$ cat src/rtl/tiv_pkg.sv
// Purpose: shared constants for the trap and interrupt vectoring block
// Assumes: 32-bit AXI4-Lite register bus, one aclk domain
// Notes: offsets are byte addresses of aligned 32-bit words
package tiv_pkg;
    // sizes
    localparam int TIV_TRAPS = 9;         // hardware trap sources
    localparam int TIV_NODES = 19;        // interrupt nodes handled here
    localparam int TIV_CLASS_A = 4;       // class a trap sources
    localparam int TIV_SEG_W = 8;         // vector segment width
    localparam int TIV_NUM_W = 7;         // trap number width
    // register offsets
    localparam logic [7:0] TIV_REG_SEG = 8'h00;
    localparam logic [7:0] TIV_REG_CFG = 8'h04;
    localparam logic [7:0] TIV_REG_FLAG = 8'h08;
    localparam logic [7:0] TIV_REG_TYPE = 8'h0C;
    localparam logic [7:0] TIV_REG_EN = 8'h10;
    localparam logic [7:0] TIV_REG_STAT = 8'h14;
    localparam logic [7:0] TIV_REG_PEND = 8'h18;
    // flag bit positions in the trap flag register
    localparam int TIV_FB_SR0 = 0;
    localparam int TIV_FB_STO = 1;
    localparam int TIV_FB_STU = 2;
    localparam int TIV_FB_SBRK = 3;
    localparam int TIV_FB_SR1 = 4;
    localparam int TIV_FB_UNDEFINED_OPCODE_FLAG = 5;
    localparam int TIV_FB_MEMORY_ACCESS_ERROR_FLAG = 6;
    localparam int TIV_FB_PROTECTED_INSTRUCTION_FAULT_FLAG = 7;
    localparam int TIV_FB_ILLEGAL_WORD_OPERAND_FLAG = 8;
    // trap numbers
    localparam logic [6:0] TIV_TN_SR0 = 7'h02;
    localparam logic [6:0] TIV_TN_SBRK = 7'h08;
    localparam logic [6:0] TIV_TN_CLASS_B = 7'h0A;
    localparam logic [6:0] TIV_TN_NODE0 = 7'h10;
    // spacing: bytes = 1 << (base shift + field)
    localparam logic [2:0] TIV_SHIFT_BASE = 3'h2;
    localparam logic [1:0] TIV_VECTOR_SPACING_FIELD_RST = 2'h0;
    localparam logic [7:0] TIV_SEG_RST = 8'h00;
    // bus answers
    localparam logic [1:0] TIV_RESP_OKAY = 2'h0;
    localparam logic [1:0] TIV_RESP_SLVERR = 2'h2;
    // offer state
    typedef enum logic {TIV_ST_IDLE, TIV_ST_OFFER} tiv_state_t;
endpackage

$ cat src/rtl/tiv_prio_enc.sv
// Purpose: lowest-index-first priority encoder
// Assumes: combinational, used inside the vectoring block
// Notes: index is zero when no request is present
`timescale 1ns/1ps
`default_nettype none
module tiv_prio_enc #(
    parameter int WIDTH = 4,
    parameter int IDX_W = 2
) (
    input wire logic [WIDTH-1:0] req,
    output logic any,
    output logic [IDX_W-1:0] idx
);
    // scan from the top so the lowest set bit wins
    always_comb begin
        any = |req;
        idx = '0;
        for (int i = WIDTH - 1; i >= 0; i--) begin
            if (req[i]) begin
                idx = IDX_W'(i);
            end
        end
    end
endmodule
`default_nettype wire

$ cat src/rtl/tiv_vectoring.sv
// Purpose: hardware trap and interrupt node vectoring with AXI4-Lite regs
// Assumes: all request inputs are one-cycle pulses on aclk
// Notes: one branch offer is held until the sequencer acknowledges it
//
// The placing of the registers and the AXI4-Lite interface to the registers were left to the implementer.
`timescale 1ns/1ps
`default_nettype none
module tiv_vectoring
    import tiv_pkg::*;
(
    input wire logic aclk,
    input wire logic aresetn,
    // axi4-lite slave
    input wire logic [7:0] s_axi_awaddr,
    input wire logic s_axi_awvalid,
    output logic s_axi_awready,
    input wire logic [31:0] s_axi_wdata,
    input wire logic [3:0] s_axi_wstrb,
    input wire logic s_axi_wvalid,
    output logic s_axi_wready,
    output logic [1:0] s_axi_bresp,
    output logic s_axi_bvalid,
    input wire logic s_axi_bready,
    input wire logic [7:0] s_axi_araddr,
    input wire logic s_axi_arvalid,
    output logic s_axi_arready,
    output logic [31:0] s_axi_rdata,
    output logic [1:0] s_axi_rresp,
    output logic s_axi_rvalid,
    input wire logic s_axi_rready,
    // trap conditions, bit order as the flag register
    input wire logic [TIV_TRAPS-1:0] trap_req,
    // peripheral request sources
    input wire logic [15:0] capture_compare_unit_req,
    input wire logic [3:0] external_request_unit_req,
    input wire logic [1:0] serial_unit_zero_req,
    input wire logic [1:0] serial_unit_one_req,
    input wire logic [1:0] serial_unit_two_req,
    input wire logic [2:0] general_timer_block_req,
    // program sequencer side
    output logic branch_valid,
    output logic [23:0] branch_addr,
    output logic [TIV_NUM_W-1:0] branch_num,
    output logic branch_is_trap,
    output logic branch_is_pet,
    input wire logic branch_ack,
    input wire logic trap_return
);
    // registers
    logic [TIV_SEG_W-1:0] vector_segment_register; // vector table segment
    logic [1:0] vector_spacing_field;     // in processor_config_register
    logic [TIV_TRAPS-1:0] trap_flag_register;   // sticky trap flags
    logic [TIV_NODES-1:0] node_pet_sel;   // 1: node serves a transfer
    logic [TIV_NODES-1:0] node_enable;    // node may request at all
    // service state
    logic [TIV_CLASS_A-1:0] a_pend;       // class a waiting to branch
    logic b_pend;                         // some class b waiting
    logic [TIV_NODES-1:0] node_pend;      // node requests waiting
    logic a_active;                       // class a service running
    logic b_active;                       // class b service running
    tiv_state_t state;
    logic offer_a;                        // current offer is class a
    logic offer_b;                        // current offer is class b
    logic [4:0] offer_node;               // node of current offer
    // bus holding
    logic aw_have;
    logic w_have;
    logic [7:0] aw_addr;
    logic [31:0] w_data;
    logic [3:0] w_strb;

    // register select, used by read and write paths
    function automatic logic [3:0] reg_sel(input logic [7:0] a);
        case (a)
            TIV_REG_SEG: reg_sel = 4'h1;
            TIV_REG_CFG: reg_sel = 4'h2;
            TIV_REG_FLAG: reg_sel = 4'h3;
            TIV_REG_TYPE: reg_sel = 4'h4;
            TIV_REG_EN: reg_sel = 4'h5;
            TIV_REG_STAT: reg_sel = 4'h6;
            TIV_REG_PEND: reg_sel = 4'h7;
            default: reg_sel = 4'h0;
        endcase
    endfunction

    // byte strobes widened to a bit mask
    wire [31:0] wmask = {{8{w_strb[3]}}, {8{w_strb[2]}},
                         {8{w_strb[1]}}, {8{w_strb[0]}}};
    wire do_write = aw_have && w_have && !s_axi_bvalid;
    wire [3:0] wsel = reg_sel(aw_addr);
    wire [3:0] rsel = reg_sel(s_axi_araddr);
    wire do_read = s_axi_arvalid && s_axi_arready;
    wire [31:0] wd = w_data & wmask;

    // node request assembly: shared sources or onto the capture nodes
    wire [TIV_NODES-1:0] node_src;
    assign node_src[3:0] = capture_compare_unit_req[3:0]
                           | external_request_unit_req;
    assign node_src[5:4] = capture_compare_unit_req[5:4]
                           | serial_unit_zero_req;
    assign node_src[7:6] = capture_compare_unit_req[7:6]
                           | serial_unit_one_req;
    assign node_src[11:8] = capture_compare_unit_req[11:8]
                            | external_request_unit_req;
    assign node_src[13:12] = capture_compare_unit_req[13:12]
                             | serial_unit_two_req;
    assign node_src[15:14] = capture_compare_unit_req[15:14];
    assign node_src[18:16] = general_timer_block_req;

    // candidate selection
    wire a_any;
    wire [1:0] a_idx;
    wire n_any;
    wire [4:0] n_idx;
    tiv_prio_enc #(.WIDTH(TIV_CLASS_A), .IDX_W(2)) u_enc_a (
        .req(a_pend),
        .any(a_any),
        .idx(a_idx)
    );
    tiv_prio_enc #(.WIDTH(TIV_NODES), .IDX_W(5)) u_enc_n (
        .req(node_pend & node_enable),
        .any(n_any),
        .idx(n_idx)
    );
    // class a preempts anything but class a service
    wire pick_a = a_any && !a_active;
    // class b waits while any trap service runs
    wire pick_b = !pick_a && b_pend && !a_active && !b_active;
    // nodes only outside trap service
    wire pick_n = !pick_a && !b_pend && n_any
                  && !a_active && !b_active;
    wire [TIV_NUM_W-1:0] num_a = TIV_TN_SR0
                                 + {4'h0, a_idx, 1'b0};
    wire [TIV_NUM_W-1:0] num_n = TIV_TN_NODE0
                                 + {2'h0, n_idx};
    wire [TIV_NUM_W-1:0] next_num = pick_a ? num_a :
                                    pick_b ? TIV_TN_CLASS_B :
                                    num_n;
    // offset is number times spacing
    wire [2:0] shamt = TIV_SHIFT_BASE + {1'b0, vector_spacing_field};
    wire [15:0] next_ofs = {9'h000, next_num} << shamt;
    wire start = (state == TIV_ST_IDLE) && (pick_a || pick_b || pick_n);
    wire taken = branch_valid && branch_ack;
    // pending clears at the take, decoded per source
    wire [TIV_CLASS_A-1:0] a_clr = (taken && offer_a)
                                   ? TIV_CLASS_A'(1) << offer_node : '0;
    wire [TIV_NODES-1:0] n_clr = (taken && !offer_a && !offer_b)
                                 ? TIV_NODES'(1) << offer_node : '0;
    wire flag_wr = do_write && (wsel == 4'h3);

    // write address and data are taken in either order
    always_ff @(posedge aclk) begin
        if (!aresetn) begin
            aw_have <= 1'b0;
            aw_addr <= 8'h00;
        end else if (s_axi_awvalid && s_axi_awready) begin
            aw_have <= 1'b1;
            aw_addr <= s_axi_awaddr;
        end else if (do_write) begin
            aw_have <= 1'b0;
        end
    end

    // write data holding
    always_ff @(posedge aclk) begin
        if (!aresetn) begin
            w_have <= 1'b0;
            w_data <= 32'h0000_0000;
            w_strb <= 4'h0;
        end else if (s_axi_wvalid && s_axi_wready) begin
            w_have <= 1'b1;
            w_data <= s_axi_wdata;
            w_strb <= s_axi_wstrb;
        end else if (do_write) begin
            w_have <= 1'b0;
        end
    end

    // ready flags reopen once the response is accepted
    always_ff @(posedge aclk) begin
        if (!aresetn) begin
            s_axi_awready <= 1'b1;
            s_axi_wready <= 1'b1;
        end else begin
            if (s_axi_awvalid && s_axi_awready) s_axi_awready <= 1'b0;
            else if (s_axi_bvalid && s_axi_bready) s_axi_awready <= 1'b1;
            if (s_axi_wvalid && s_axi_wready) s_axi_wready <= 1'b0;
            else if (s_axi_bvalid && s_axi_bready) s_axi_wready <= 1'b1;
        end
    end

    // write response, error for unmapped or read-only words
    always_ff @(posedge aclk) begin
        if (!aresetn) begin
            s_axi_bvalid <= 1'b0;
            s_axi_bresp <= TIV_RESP_OKAY;
        end else if (do_write) begin
            s_axi_bvalid <= 1'b1;
            s_axi_bresp <= (wsel == 4'h0 || wsel > 4'h5)
                           ? TIV_RESP_SLVERR : TIV_RESP_OKAY;
        end else if (s_axi_bready) begin
            s_axi_bvalid <= 1'b0;
        end
    end

    // control registers
    always_ff @(posedge aclk) begin
        if (!aresetn) begin
            vector_segment_register <= TIV_SEG_RST;
            vector_spacing_field <= TIV_VECTOR_SPACING_FIELD_RST;
            node_pet_sel <= '0;
            node_enable <= '0;
        end else if (do_write) begin
            if (wsel == 4'h1) begin
                vector_segment_register <=
                    (vector_segment_register & ~wmask[7:0])
                    | wd[7:0];
            end
            if (wsel == 4'h2) begin
                vector_spacing_field <=
                    (vector_spacing_field & ~wmask[1:0])
                    | wd[1:0];
            end
            if (wsel == 4'h4) begin
                node_pet_sel <= (node_pet_sel & ~wmask[18:0])
                                | wd[18:0];
            end
            if (wsel == 4'h5) begin
                node_enable <= (node_enable & ~wmask[18:0]) | wd[18:0];
            end
        end
    end

    // trap flags: write one to clear, a new trap wins over the clear
    always_ff @(posedge aclk) begin
        if (!aresetn) begin
            trap_flag_register <= '0;
        end else begin
            trap_flag_register <= (trap_flag_register
                & ~(flag_wr ? wd[TIV_TRAPS-1:0] : '0))
                | trap_req;
        end
    end

    // pending requests: a new event wins over the take
    always_ff @(posedge aclk) begin
        if (!aresetn) begin
            a_pend <= '0;
            b_pend <= 1'b0;
            node_pend <= '0;
        end else begin
            a_pend <= (a_pend & ~a_clr)
                      | trap_req[TIV_FB_SBRK:TIV_FB_SR0];
            b_pend <= (b_pend && !(taken && offer_b))
                      || (|trap_req[TIV_FB_ILLEGAL_WORD_OPERAND_FLAG:TIV_FB_SR1]);
            node_pend <= (node_pend & ~n_clr) | node_src;
        end
    end

    // trap service levels; return ends the innermost level
    always_ff @(posedge aclk) begin
        if (!aresetn) begin
            a_active <= 1'b0;
            b_active <= 1'b0;
        end else begin
            if (taken && offer_a) a_active <= 1'b1;
            else if (trap_return && a_active) a_active <= 1'b0;
            if (taken && offer_b) b_active <= 1'b1;
            else if (trap_return && !a_active) b_active <= 1'b0;
        end
    end

    // branch offer, held stable until acknowledged
    always_ff @(posedge aclk) begin
        if (!aresetn) begin
            state <= TIV_ST_IDLE;
            branch_valid <= 1'b0;
            branch_addr <= 24'h00_0000;
            branch_num <= '0;
            branch_is_trap <= 1'b0;
            branch_is_pet <= 1'b0;
            offer_a <= 1'b0;
            offer_b <= 1'b0;
            offer_node <= 5'h00;
        end else begin
            case (state)
                TIV_ST_IDLE: begin
                    if (start) begin
                        state <= TIV_ST_OFFER;
                        branch_valid <= 1'b1;
                        // segment on top of number-scaled offset
                        branch_addr <= {vector_segment_register,
                                        next_ofs};
                        branch_num <= next_num;
                        branch_is_trap <= pick_a || pick_b;
                        branch_is_pet <= pick_n
                                         && node_pet_sel[n_idx];
                        offer_a <= pick_a;
                        offer_b <= pick_b;
                        offer_node <= pick_a ? {3'h0, a_idx} : n_idx;
                    end
                end
                TIV_ST_OFFER: begin
                    if (branch_ack) begin
                        state <= TIV_ST_IDLE;
                        branch_valid <= 1'b0;
                    end
                end
                default: begin
                    state <= TIV_ST_IDLE;
                    branch_valid <= 1'b0;
                end
            endcase
        end
    end

    // read data mux
    wire [31:0] stat_word = {24'h00_0000, b_pend, a_pend,
                             branch_valid, b_active, a_active};
    wire [31:0] rmux = (rsel == 4'h1) ? {24'h0, vector_segment_register} :
                       (rsel == 4'h2) ? {30'h0, vector_spacing_field} :
                       (rsel == 4'h3) ? {23'h0, trap_flag_register} :
                       (rsel == 4'h4) ? {13'h0, node_pet_sel} :
                       (rsel == 4'h5) ? {13'h0, node_enable} :
                       (rsel == 4'h6) ? stat_word :
                       (rsel == 4'h7) ? {13'h0, node_pend} : 32'h0;

    // read channel, one read at a time
    always_ff @(posedge aclk) begin
        if (!aresetn) begin
            s_axi_arready <= 1'b1;
            s_axi_rvalid <= 1'b0;
            s_axi_rdata <= 32'h0000_0000;
            s_axi_rresp <= TIV_RESP_OKAY;
        end else if (do_read) begin
            s_axi_arready <= 1'b0;
            s_axi_rvalid <= 1'b1;
            s_axi_rdata <= rmux;
            s_axi_rresp <= (rsel == 4'h0)
                           ? TIV_RESP_SLVERR : TIV_RESP_OKAY;
        end else if (s_axi_rvalid && s_axi_rready) begin
            s_axi_arready <= 1'b1;
            s_axi_rvalid <= 1'b0;
        end
    end
endmodule
`default_nettype wire

$ cat config.mk
export PLATFORM = sky130hd
export DESIGN_NAME = tiv_vectoring
export DESIGN_NICKNAME = d
export VERILOG_FILES = /design/src/rtl/tiv_pkg.sv /design/src/rtl/tiv_prio_enc.sv /design/src/rtl/tiv_vectoring.sv
export SDC_FILE = /design/constraint.sdc
export NUM_CORES = 1
export LEC_CHECK = 0
export BUFFER_PORTS_ARGS = -buffer_cell sky130_fd_sc_hd__buf_2
export CAP_MARGIN = 40
export CORE_ASPECT_RATIO = 1.1
export CORE_MARGIN = 1
export CORE_UTILIZATION = 55
export CTS_BUF_LIST = sky130_fd_sc_hd__clkbuf_8 sky130_fd_sc_hd__clkbuf_16
export CTS_CLUSTER_DIAMETER = 30
export DETAILED_ROUTE_END_ITERATION = 8
export PLACE_DENSITY_LB_ADDON = 0.1
export SLEW_MARGIN = 10
export SYNTH_ARGS = -nofsm -noshare
export SYNTH_HDL_FRONTEND = slang
export SYNTH_HIERARCHICAL = 1
export SYNTH_SLANG_ARGS = --single-unit
$ cat constraint.sdc
create_clock -name aclk -period 3.97 [get_ports aclk]
set_input_delay 0.5955 -clock aclk [delete_from_list [all_inputs] [get_ports aclk]]
set_output_delay 0.5955 -clock aclk [all_outputs]
set_load 0.01 [all_outputs]
* Yosys cells after proc, flatten, opt, wreduce, memory -nomap -nowiden
Cells that the tools add are included.
** Word-level totals
- Bits of input ports :: 99
- Bits in registers :: 198
- Word-level logic and storage cells :: 217
- Output and inout port bits :: 75
** Cells by class
- Multiplexer cells :: 64
- Reductions and logical operators :: 59
- Magnitude comparators :: 2
- $add $sub $neg :: 3
- Shifts and indexed selects :: 3
- Bitwise logic cells :: 28
- Eq/ne operators :: 26
** Operators with widths (number)
- $mux W19 :: 8
- $mux W5 :: 20
- $and A19 B19 Y19 :: 5
- $or A19 B19 Y19 :: 3
- $eq A8 B5 Y1 const B :: 6
- $pmux W3 S7 :: 2
- $not A19 Y19 :: 2
- $eq A8 B4 Y1 const B :: 4
- $logic_and A1 B1 Y1 :: 26
- $eq A4 B3 Y1 const B :: 6
- $mux W1 :: 21
- $reduce_or A19 Y1 :: 1
- $shl A1 B5 Y19 const A :: 1
- $eq A4 B2 Y1 const B :: 4
- $eq A8 B3 Y1 const B :: 2
- $logic_not A8 Y1 :: 2
- $reduce_bool A2 Y1 :: 8
- $shl A6 B3 Y16 :: 1
- $mux W2 :: 6
- $mux W6 :: 2
- $or A4 B4 Y4 :: 3
- $reduce_and A2 Y1 :: 6
- $and A9 B9 Y9 :: 1
- $mux W9 :: 1
- 27 further kinds :: 44

* Depth between registers and ports, before layout
Gate-level depths: netlist (run 1).
- Depth in word-level cells :: 24
- Gate-level depth with buffers :: 11
- Mapped depth without buffers :: 10

* Cells and area by module
The synthesis (run 1) kept the hierarchy.
** Modules (own cells, without submodules)
- tiv_vectoring :: area an instance 7773.7 µm², times used 1, cells each 920, sequential area each 3583.4 µm²
- tiv_prio_enc (u_enc_n) :: area an instance 216.5 µm², times used 1, cells each 38, sequential area each 0.0 µm²
- tiv_prio_enc (u_enc_a) :: area an instance 35.0 µm², times used 1, cells each 7, sequential area each 0.0 µm²

* Least setup slack after synthesis (run 1)
Ideal clock, no wire load.
- Path kind :: reg2reg
- From :: register node_pend[10]
- To :: register branch_num[1]
- Data required time :: 3.842 ns
- Clock period less this slack :: 3.005 ns
- Path buffers :: 2
- Library setup time :: 0.128 ns
- Cell stages (with the launch flop) :: 11
- Path slack :: 0.965 ns
- Arrival time :: 2.877 ns
- Cell sequence :: dfxtp_1 > and2_1 > or4_4 > or3_1 > or4_1 > o21ba_2 > o21ai_0 > clkbuf_1 > clkbuf_1 > o21a_1 > nor2_1
** On the way
- Elaborated cells on any way between the ends :: 22
- Those cells by class :: 1 x add/sub; 13 x mux; 1 x bitwise; 7 x reduce/logical
** RTL lines
- from (decl) :: line tiv_vectoring.sv:58 : logic [TIV_NODES-1:0] node_pend;
- from (signal assigned) :: line tiv_vectoring.sv:256 : node_pend <= (node_pend & ~n_clr) | node_src;
- $and A19 B19 Y19 :: line tiv_vectoring.sv:121 : .req(node_pend & node_enable),
- $reduce_or A19 Y1 :: line tiv_prio_enc.sv:16 : any = |req;
- via n_any :: line tiv_vectoring.sv:113 : wire n_any;
- $logic_and A1 B1 Y1 :: line tiv_vectoring.sv:130 : wire pick_n = !pick_a && !b_pend && n_any
- $logic_and A1 B1 Y1 (2 in a row) :: line tiv_vectoring.sv:131 : && !a_active && !b_active;
- $logic_or A1 B1 Y1 :: line tiv_vectoring.sv:142 : wire start = (state == TIV_ST_IDLE) && (pick_a || pick_b || pick_n);
- $logic_and A1 B1 Y1 :: line tiv_vectoring.sv:142
- $reduce_and A2 Y1 (no line)
- to (signal assigned) :: line tiv_vectoring.sv:294 : branch_num <= next_num;
- to (decl) :: line tiv_vectoring.sv:43 : output logic [TIV_NUM_W-1:0] branch_num,
The timed path passes the listed nets, and every way through them passes these cells.
A chain may end at the register's enable or synchronous reset.

* Worst setup path in the final report (run 1)
- From :: register node_pend[8]
- To :: register branch_addr[10]
** On the way
- Elaborated cells on any way between the ends :: 21
- Those cells by class :: 1 x add/sub; 1 x shift; 11 x mux; 1 x bitwise; 7 x reduce/logical
** RTL lines
- $and A19 B19 Y19 :: line tiv_vectoring.sv:121
- $reduce_or A19 Y1 :: line tiv_prio_enc.sv:16
- via n_any :: line tiv_vectoring.sv:113
- $logic_and A1 B1 Y1 :: line tiv_vectoring.sv:130
- $logic_and A1 B1 Y1 (2 in a row) :: line tiv_vectoring.sv:131
- $logic_or A1 B1 Y1 :: line tiv_vectoring.sv:142
- $logic_and A1 B1 Y1 :: line tiv_vectoring.sv:142
- $reduce_and A2 Y1 (no line)
- to (signal assigned) :: line tiv_vectoring.sv:292 : branch_addr <= {vector_segment_register,
- to (decl) :: line tiv_vectoring.sv:42 : output logic [23:0] branch_addr,
The timed path passes the listed nets, and every way through them passes these cells.

==> metrics, run 1 <==
fin nets 1174; DRC 0; Max-cap violations 0; RR Startpoint node_pend[8]; vias per cell 5.74; number of DRC violations after detailed-routing iteration 0 612; row cnt 45; Worst R2R Path Depth 10; worst slew pin tran 0.871 ns; EDFF count, synth 0; critical path startpoint category register; Final Instance Area 0.00932 sq mm; Synth top area share 44.7%; worst reg-to-reg setup slack 0.62 ns; Area Overhead vs Synth 16.1%; I/O Pins 174; Post-Syn Area 0.00803 sq mm; crit end category register; Synth Flop Type dfxtp_1; share of cells above drive strength 1 18.6%; max-slew violations 0; Hold Startpoint general_timer_block_req[0]; Post-CTS Setup Bufs 0; vias in the first global route 6506; RSZ-0062 raised after global routing no; Seq cells post-synth 179; Leak 3.98 nW; Worst Path Required 4.27 ns; fin crit period 3.35 ns; Vias 7317; synth warn 6; Fmax 299 MHz; Ant. Diodes 0; Period Utilization, post-route 84.4%; wire per inst 16.7 um; TritonRoute pass-1 iters 5; area leader, netlist dfxtp_1; WHS 0.376 ns; post-synth cell types 60; filler instances 1254; Non-Filler Instances 1275; IO buf count 140; synthesized netlist cell count 965; Post-Place Cell Area 0.00876 sq mm; Post-Place Cells 1243; Cell Pwr Density 421 mW/mm^2; FF-to-FF End branch_addr[10]; Post-synth ARST share 0%; CTS tree built; initial antenna violation count 0; Die Y 129 um; Slew HR 41.4%; Worst-path clk slew 0.06 ns; Finished Core Util 66.5%; Routed Antenna Nets 0; Seq/Total Area, Yosys 44.7%; Arrival @ worst endpoint 3.65 ns; CTS root buf clkbuf_16; Total Power 3.92 mW; die area 0.0151 sq mm; setup ws final 0.621 ns; Max IR drop VDD 269 uV; most frequent cells in the layout dfxtp_1 (179), buf_2 (141), nand2_1 (135); clk sinks 179; GPL Wtd Cong 0.874; post-cts resize count 0; total gr overflow 0; worst skew pair latency 0.43 ns; final setup TNS 0 ns; Worst Hold Path EP node_pend[16]; core box area 0.0140 sq mm; crit path kind reg2reg; Initial Utilization 57.2%; first-pass GRT wire length 33400 um; syn_area_per_cell 8.32 sq um; CTS Buffer Depth 2; register area 0.00358 sq mm; critical path fanouts, max 35; setup slack after placement 0.681 ns; Multi-input gate area 0.00404 sq mm; die span in x 117 um; hold_buf cts 0; htree depth 4; aggregate global-route resource usage 29.2%; Hold Path Cell Cnt 2; Total Wirelength 21200 um; main area contributors after synthesis dfxtp_1 (45%), mux2i_1 (6.4%), nand2_1 (6.3%); final setup fails 0; Final Hold Fails 0; worst min path class in2reg; CTS Buf Count 17; estimated wirelength of the detail-placed design 15600 um; clock skew 0.0126 ns; commonest non-fill, non-tap cell in the layout dfxtp_1; pin count of the biggest net entering global routing 85; status completed
synthesized netlist by cell type, types with 9 or more instances:
cell	instances
nand2b_1	13
a31oi_1	11
o22ai_1	16
nand3b_1	9
a21boi_0	9
a22oi_1	19
nand2_1	135
and2_1	24
dfxtp_1	179
clkbuf_1	52
nand3_1	43
o2bb2ai_1	10
buf_4	20
inv_1	23
o21ai_0	49
nor2_1	90
nor4_1	9
a21oi_1	82
nor3_1	12
mux2i_1	51
nor2b_1	10
layout make-up:
class	count	share of cell area (%)
multi-input cells	699	43.4
flip-flops and latches	179	38.4
repair buffers	153	8.70
clock buffers	20	5.01
well taps	188	2.52
inverters	24	0.980
clock inverters	12	0.967
critical path, cell delays in order, from the launching register on:
cell and delay [ns]:
dfxtp_1 0.36, and2_1 0.21, or4_4 0.54, or3_1 0.40, or4_1 0.50, o21ba_2 0.26
o21ai_2 0.18, buf_4 0.35, nor3_1 0.13, a32oi_1 0.21, nor2_1 0.05
cells by family (layout without fill, tap and decap cells):
kind of cell | count (synthesis) | count (layout) | synth area share (%)
other | 1 | 19 | 0.0467
buffers and inverters | 105 | 209 | 5.86
adder cells (fa/ha/maj) | 1 | 1 | 0.156
flip-flops | 179 | 179 | 44.7
XOR/XNOR | 1 | 1 | 0.109
AO/OA/AOI/OAI | 248 | 248 | 19.7
multiplexers | 56 | 56 | 7.62
AND/OR/NAND/NOR | 374 | 374 | 21.9
how the worst max path moves through the flow:
stage               slack [ns]          start  cells after the start         endpoint
global route              0.36   node_pend[7]                     11  branch_addr[10]
floorplan                 0.97  node_pend[10]                     10    branch_num[1]
CTS                       0.66   node_pend[8]                     10  branch_addr[10]
finish                    0.62   node_pend[8]                     10  branch_addr[10]
detailed placement        0.68   node_pend[8]                     10  branch_addr[10]
global placement          0.66   node_pend[8]                      9   branch_addr[2]
where the power goes:
part | internal [mW] | total [mW] | switching [mW]
Clock | 0.902 | 1.59 | 0.690
Combinational | 0.154 | 0.397 | 0.243
Sequential | 1.86 | 1.93 | 0.0669
Total | 2.92 | 3.92 | 1.00
layer usage:
layer	GRT usage, %	wire length (um)	vias to the layer above
li1	-	-	3587
met1	38.1	9410	3469
met2	48.5	10300	235
met3	5.37	1220	26
met4	9.46	307	0
met5	0	0	-
(Power assumes the default switching activity.)
==> inputs of run 2 (changes only) <==
CORE_UTILIZATION = 49   (was 55)
clock period = 3.03 ns   (was 3.97 ns; I/O delays follow)
==> metrics, run 2 (synthesized netlist as in run 1, its figures left out) <==
crit path kind reg2reg (unchanged); worst slew pin tran 0.865 ns (was 0.871 ns); filler instances 1532 (was 1254); most frequent cells in the layout dfxtp_1 (178), buf_2 (140), nand2_1 (135) (was dfxtp_1 (179), buf_2 (141), nand2_1 (135)); die area 0.0169 sq mm (was 0.0151 sq mm); Crit path largest cell delay 0.52 ns (was 0.54 ns); Arrival @ worst endpoint 3.28 ns (was 3.65 ns); DRC 0 (unchanged); fin nets 1199 (was 1174); CTS root buf clkbuf_16 (unchanged); status completed (unchanged); aggregate global-route resource usage 26.5% (was 29.2%); Area Overhead vs Synth 19.3% (was 16.1%); Flop pwr share 49.3% (about the same); first-pass GRT wire length 33900 um (was 33400 um); Sw Pwr 1.29 mW (was 1000 uW); clock network power share 39.3% (was 40.6%); Total Wirelength 22200 um (was 21200 um); slowest stage cell on the critical path or4_4 (unchanged); Max IR drop VDD 370 uV (was 269 uV); estimated wirelength of the detail-placed design 16300 um (was 15600 um); Ant. Diodes 0 (unchanged); setup ws final 0.0543 ns (was 0.621 ns); I/O Pins 174 (unchanged); clock skew 0.00767 ns (was 0.0126 ns); Post-Place Cell Area 0.00894 sq mm (was 0.00876 sq mm); TritonRoute pass-1 iters 5 (unchanged); critical path fanouts, max 11 (was 35); worst min path class in2reg (unchanged); Leak 4.11 nW (was 3.98 nW); Finished Core Util 60.4% (was 66.5%); final setup fails 0 (unchanged); Initial Utilization 50.6% (was 57.2%); Final Instance Area 0.00958 sq mm (was 0.00932 sq mm); CTS Buf Count 17 (unchanged); fin crit period 2.98 ns (was 3.35 ns); register area 0.00358 sq mm (about the same); Cell Pwr Density 536 mW/mm^2 (was 421 mW/mm^2); Multi-input gate area 0.00408 sq mm (was 0.00404 sq mm); vias per cell 5.62 (was 5.74); IO buf count 140 (unchanged); initial antenna violation count 0 (unchanged); GR peak layer met2 (unchanged); crit end category register (unchanged); wire per inst 17.0 um (was 16.7 um); number of DRC violations after detailed-routing iteration 0 475 (was 612); vias in the first global route 6562 (was 6506); Routed Antenna Nets 0 (unchanged); CTS tree built (unchanged); CTS Buffer Depth 2 (unchanged); Post-Place Cells 1277 (was 1243); Slew HR 42.3% (was 41.4%); max-slew violations 0 (unchanged); die span in x 124 um (was 117 um); critical path startpoint category register (unchanged); worst skew pair latency 0.43 ns (about the same); met2 Use GR 44.9% (was 48.5%); share of cells above drive strength 1 20.8% (was 18.6%); Worst-path clk slew 0.06 ns (about the same); setup slack after placement 0.0272 ns (was 0.681 ns); total gr overflow 0 (unchanged); Comb power frac 11.4% (was 10.1%); switching part of the total 25.1% (was 25.5%); Period Utilization, post-route 98.2% (was 84.4%); Worst Path Required 3.34 ns (was 4.27 ns); routing usage on met1 34.0% (was 38.1%); htree depth 4 (unchanged); Die Y 136 um (was 129 um); Final Hold Fails 0 (unchanged); Fmax 336 MHz (was 299 MHz); Global Route met3 Usage 5.37% (about the same); pin count of the biggest net entering global routing 85 (unchanged); clk sinks 179 (unchanged); family with the most delay on the worst path simple AND/OR/NAND/NOR gates (unchanged); crit-path cells and2_1 > or4_4 > or3_4 > or4_4 > o21ba_4 > o21ai_4 > buf_4 > clkbuf_16 > o21a_1 > nor2_1 (was and2_1 > or4_4 > or3_1 > or4_1 > o21ba_2 > o21ai_2 > buf_4 > nor3_1 > a32oi_1 > nor2_1); core box area 0.0159 sq mm (was 0.0140 sq mm); Max-cap violations 0 (unchanged); critical path's most frequent cell or4_4; commonest non-fill, non-tap cell in the layout dfxtp_1 (unchanged); GPL Wtd Cong 0.917 (was 0.874); Internal 3.85 mW (was 2.92 mW); Non-Filler Instances 1309 (was 1275); Vias 7358 (was 7317); worst path buffer plus inverter count 2 (was 1); row cnt 48 (was 45)
-- run 2: cell types whose count changed in the layout (fill, tap and decap cells not counted), moves of 2 or more --
cell | previous run | this run
buf_4 | 10 | 34
clkbuf_8 | 3 | 6
buf_8 | 2 | 0
clkbuf_16 | 17 | 19
clkinv_2 | 6 | 4
clkinvlp_4 | 2 | 0
or3_1 | 6 | 4
or3_4 | 1 | 3
-- run 2: stage by stage --
stage / TNS (ns) / power, mW / hold WS, ns
2_1_floorplan: 0 / 2.91 / 0.436
3_3_place_gp: 0 / 3.12 / 0.438
4_1_cts: 0 / 5.13 / 0.229
6_report: 0 / 5.13 / 0.241
5_1_grt: -0.0530 / 5.33 / 0.235
3_5_place_dp: 0 / 3.13 / 0.444
-- run 2: layer usage --
metal	wire, um	vias to the layer above
li1	-	3641
met1	9580	3447
met2	10900	244
met3	1420	26
met4	347	0
met5	0	-
-- run 2: cell type report --
| cell class | instances | area share (%) |
|---|---|---|
| well taps | 200 | 2.61 |
| multi-input cells | 699 | 42.5 |
| repair buffers | 178 | 10.8 |
| inverters | 24 | 0.954 |
| clock buffers | 23 | 5.30 |
| clock inverters | 6 | 0.327 |
| flip-flops and latches | 179 | 37.4 |
-- run 2: worst register-to-register path: cells and delay by family (launching register included) --
| family | cells | cell delay (ns) |
|---|---|---|
| compound gates | 3 | 0.59 |
| buf+inv | 2 | 0.33 |
| flops | 1 | 0.34 |
| simple gates | 5 | 1.58 |
-- run 2: power groups by stage --
stage | clock network [mW] | registers [mW] | logic [mW]
finish | 2.02 | 2.53 | 0.586
CTS | 2.05 | 2.53 | 0.551
detailed placement | 0 | 2.58 | 0.550
global route | 2.15 | 2.54 | 0.642
floorplan | 0 | 2.56 | 0.360
global placement | 0 | 2.58 | 0.545
-- run 2: worst paths after layout --
path / depth (start not counted) / end / slack [ns] / start
max: 10 / branch_num[1] / 0.05 / node_pend[10]
min: 2 / node_pend[12] / 0.24 / capture_compare_unit_req[12]
max reg2reg: 10 / branch_num[1] / 0.05 / node_pend[10]
min reg2reg: 2 / branch_num[5] / 0.45 / branch_num[5]
-- run 2: repair_timing --
action,4_1_cts,5_1_grt
setup endpoints to repair,0,27
setup buffers,0,1
hold buffers,0,0
gates resized for setup,0,9
==> inputs of run 3 (changes only) <==
CTS_BUF_LIST = unset   (was sky130_fd_sc_hd__clkbuf_8 sky130_fd_sc_hd__clkbuf_16)
RECOVER_POWER = 100   (was unset)
==> metrics, run 3 (synthesized netlist as in run 1, its figures left out) <==
Slew HR -52.5% (was 42.3%); worst skew pair latency 0.43 ns (about the same); fin nets 1199 (unchanged); pin count of the biggest net entering global routing 85 (unchanged); Vias 7327 (was 7358); I/O Pins 174 (unchanged); commonest non-fill, non-tap cell in the layout dfxtp_1 (unchanged); worst min path class in2reg (unchanged); Final Instance Area 0.00947 sq mm (was 0.00958 sq mm); Total Power 5.13 mW (about the same); Non-Filler Instances 1309 (unchanged); Post-Place Cells 1277 (unchanged); GPL Wtd Cong 0.917 (unchanged); first-pass GRT wire length 33900 um (unchanged); clock skew 0.00603 ns (was 0.00767 ns); Max-cap violations 1 (was 0); Area Overhead vs Synth 18.1% (was 19.3%); vias per cell 5.60 (was 5.62); critical path fanouts, max 11 (unchanged); Fmax 336 MHz (about the same); Total Wirelength 22200 um (about the same); total gr overflow 0 (unchanged); CTS Buf Count 17 (unchanged); fin crit period 2.97 ns (was 2.98 ns); crit path kind reg2reg (unchanged); critical path startpoint category register (unchanged); number of DRC violations after detailed-routing iteration 0 465 (was 475); family with the most delay on the worst path simple AND/OR/NAND/NOR gates (unchanged); Ant. Diodes 0 (unchanged); clk sinks 179 (unchanged); Cell Pwr Density 542 mW/mm^2 (was 536 mW/mm^2); IO buf count 140 (unchanged); Routed Antenna Nets 0 (unchanged); Post-Place Cell Area 0.00894 sq mm (unchanged); aggregate global-route resource usage 26.5% (unchanged); worst path buffer plus inverter count 2 (unchanged); Die Y 136 um (unchanged); DRC 0 (unchanged); Worst-path clk slew 0.06 ns (about the same); Max IR drop VDD 376 uV (was 370 uV); TritonRoute pass-1 iters 5 (unchanged); Initial Utilization 50.6% (unchanged); CTS root buf clkbuf_16 (unchanged); wire per inst 17.0 um (about the same); Final Hold Fails 0 (unchanged); crit-path cells and2_1 > or4_4 > or3_4 > or4_4 > o21ba_4 > o21ai_4 > buf_4 > clkbuf_16 > o21a_1 > nor2_1 (unchanged); Crit path largest cell delay 0.52 ns (about the same); status complete, but fails checks (was completed); share of cells above drive strength 1 14.9% (was 20.8%); die span in x 124 um (unchanged); max-slew violations 53 (was 0); critical path's most frequent cell or4_4 (unchanged); slowest stage cell on the critical path or4_4 (unchanged); crit end category register (unchanged); core box area 0.0159 sq mm (unchanged); vias in the first global route 6562 (unchanged); CTS tree built (unchanged); worst slew pin tran 2.29 ns (was 0.865 ns); failing checks capacitance limit, slew limit; Arrival @ worst endpoint 3.29 ns (was 3.28 ns); die area 0.0169 sq mm (unchanged); most frequent cells in the layout dfxtp_1 (178), nand2_1 (135), nor2_1 (90) (was dfxtp_1 (178), buf_2 (140), nand2_1 (135)); Leak 3.84 nW (was 4.11 nW); Worst Path Required 3.34 ns (about the same); estimated wirelength of the detail-placed design 16300 um (unchanged); final setup fails 0 (unchanged); initial antenna violation count 0 (unchanged); Period Utilization, post-route 98.1% (was 98.2%); row cnt 48 (unchanged); htree depth 4 (unchanged); CTS Buffer Depth 2 (unchanged)
==> run 3: cell types whose count changed in the layout (fill, tap and decap cells not counted), moves of 2 or more <==
cell	delta
clkbuf_1	+66
buf_2	-58
buf_4	-6
and2_0	+2
and2_1	-2
inv_1	-2
==> run 3: cell type report <==
class | instances | area [sq um]
Inverter | 24 | 91.3
Fill cell | 1571 | 6380
Sequential cell | 179 | 3580
Clock buffer | 25 | 515
Tap cell | 200 | 250
Timing Repair Buffer | 178 | 942
Multi-Input combinational cell | 699 | 4070
Clock inverter | 4 | 23.8
==> run 3: through the flow <==
| stage | hold WS (ns) | utilization [%] | TNS, ns | setup slack, ns |
|---|---|---|---|---|
| 5_1_grt | 0.235 | 59.8 | -0.0617 | -0.0195 |
| 2_1_floorplan | 0.436 | - | 0 | 0.0255 |
| 4_1_cts | 0.229 | 59.8 | 0 | 0.00212 |
| 6_report | 0.238 | 59.8 | 0 | 0.0573 |
| 3_3_place_gp | 0.438 | 56.4 | 0 | 0.0473 |
| 3_5_place_dp | 0.444 | 56.4 | 0 | 0.0272 |
==> run 3: final timing paths <==
path | slack, ns | cells after the start | end | startpoint
worst min-delay path | 0.24 | 2 | node_pend[12] | capture_compare_unit_req[12]
worst max-delay path | 0.06 | 10 | branch_num[1] | node_pend[10]
worst max register to register | 0.06 | 10 | branch_num[1] | node_pend[10]
worst min register to register | 0.45 | 2 | aw_addr[6] | aw_addr[6]
==> run 3: repair_timing <==
action / in CTS / in global routing
hold buffers: 0 / 0
setup endpoints to repair: 0 / 27
buffers inserted: 0 / 1
resized for setup: 0 / 9
==> run 3: report_power, final <==
group	switching (mW)	internal, mW
logic	0.339	0.235
clock network	0.864	1.16
registers	0.0863	2.44
==> run 3: per-layer routing <==
layer	track usage (%)	vias to the layer above	share of wire, %
met4	7.28	0	1.6
met3	5.37	29	6.8
met5	0	-	0
met1	34.0	3411	43
met2	44.9	242	49
li1	-	3645	-
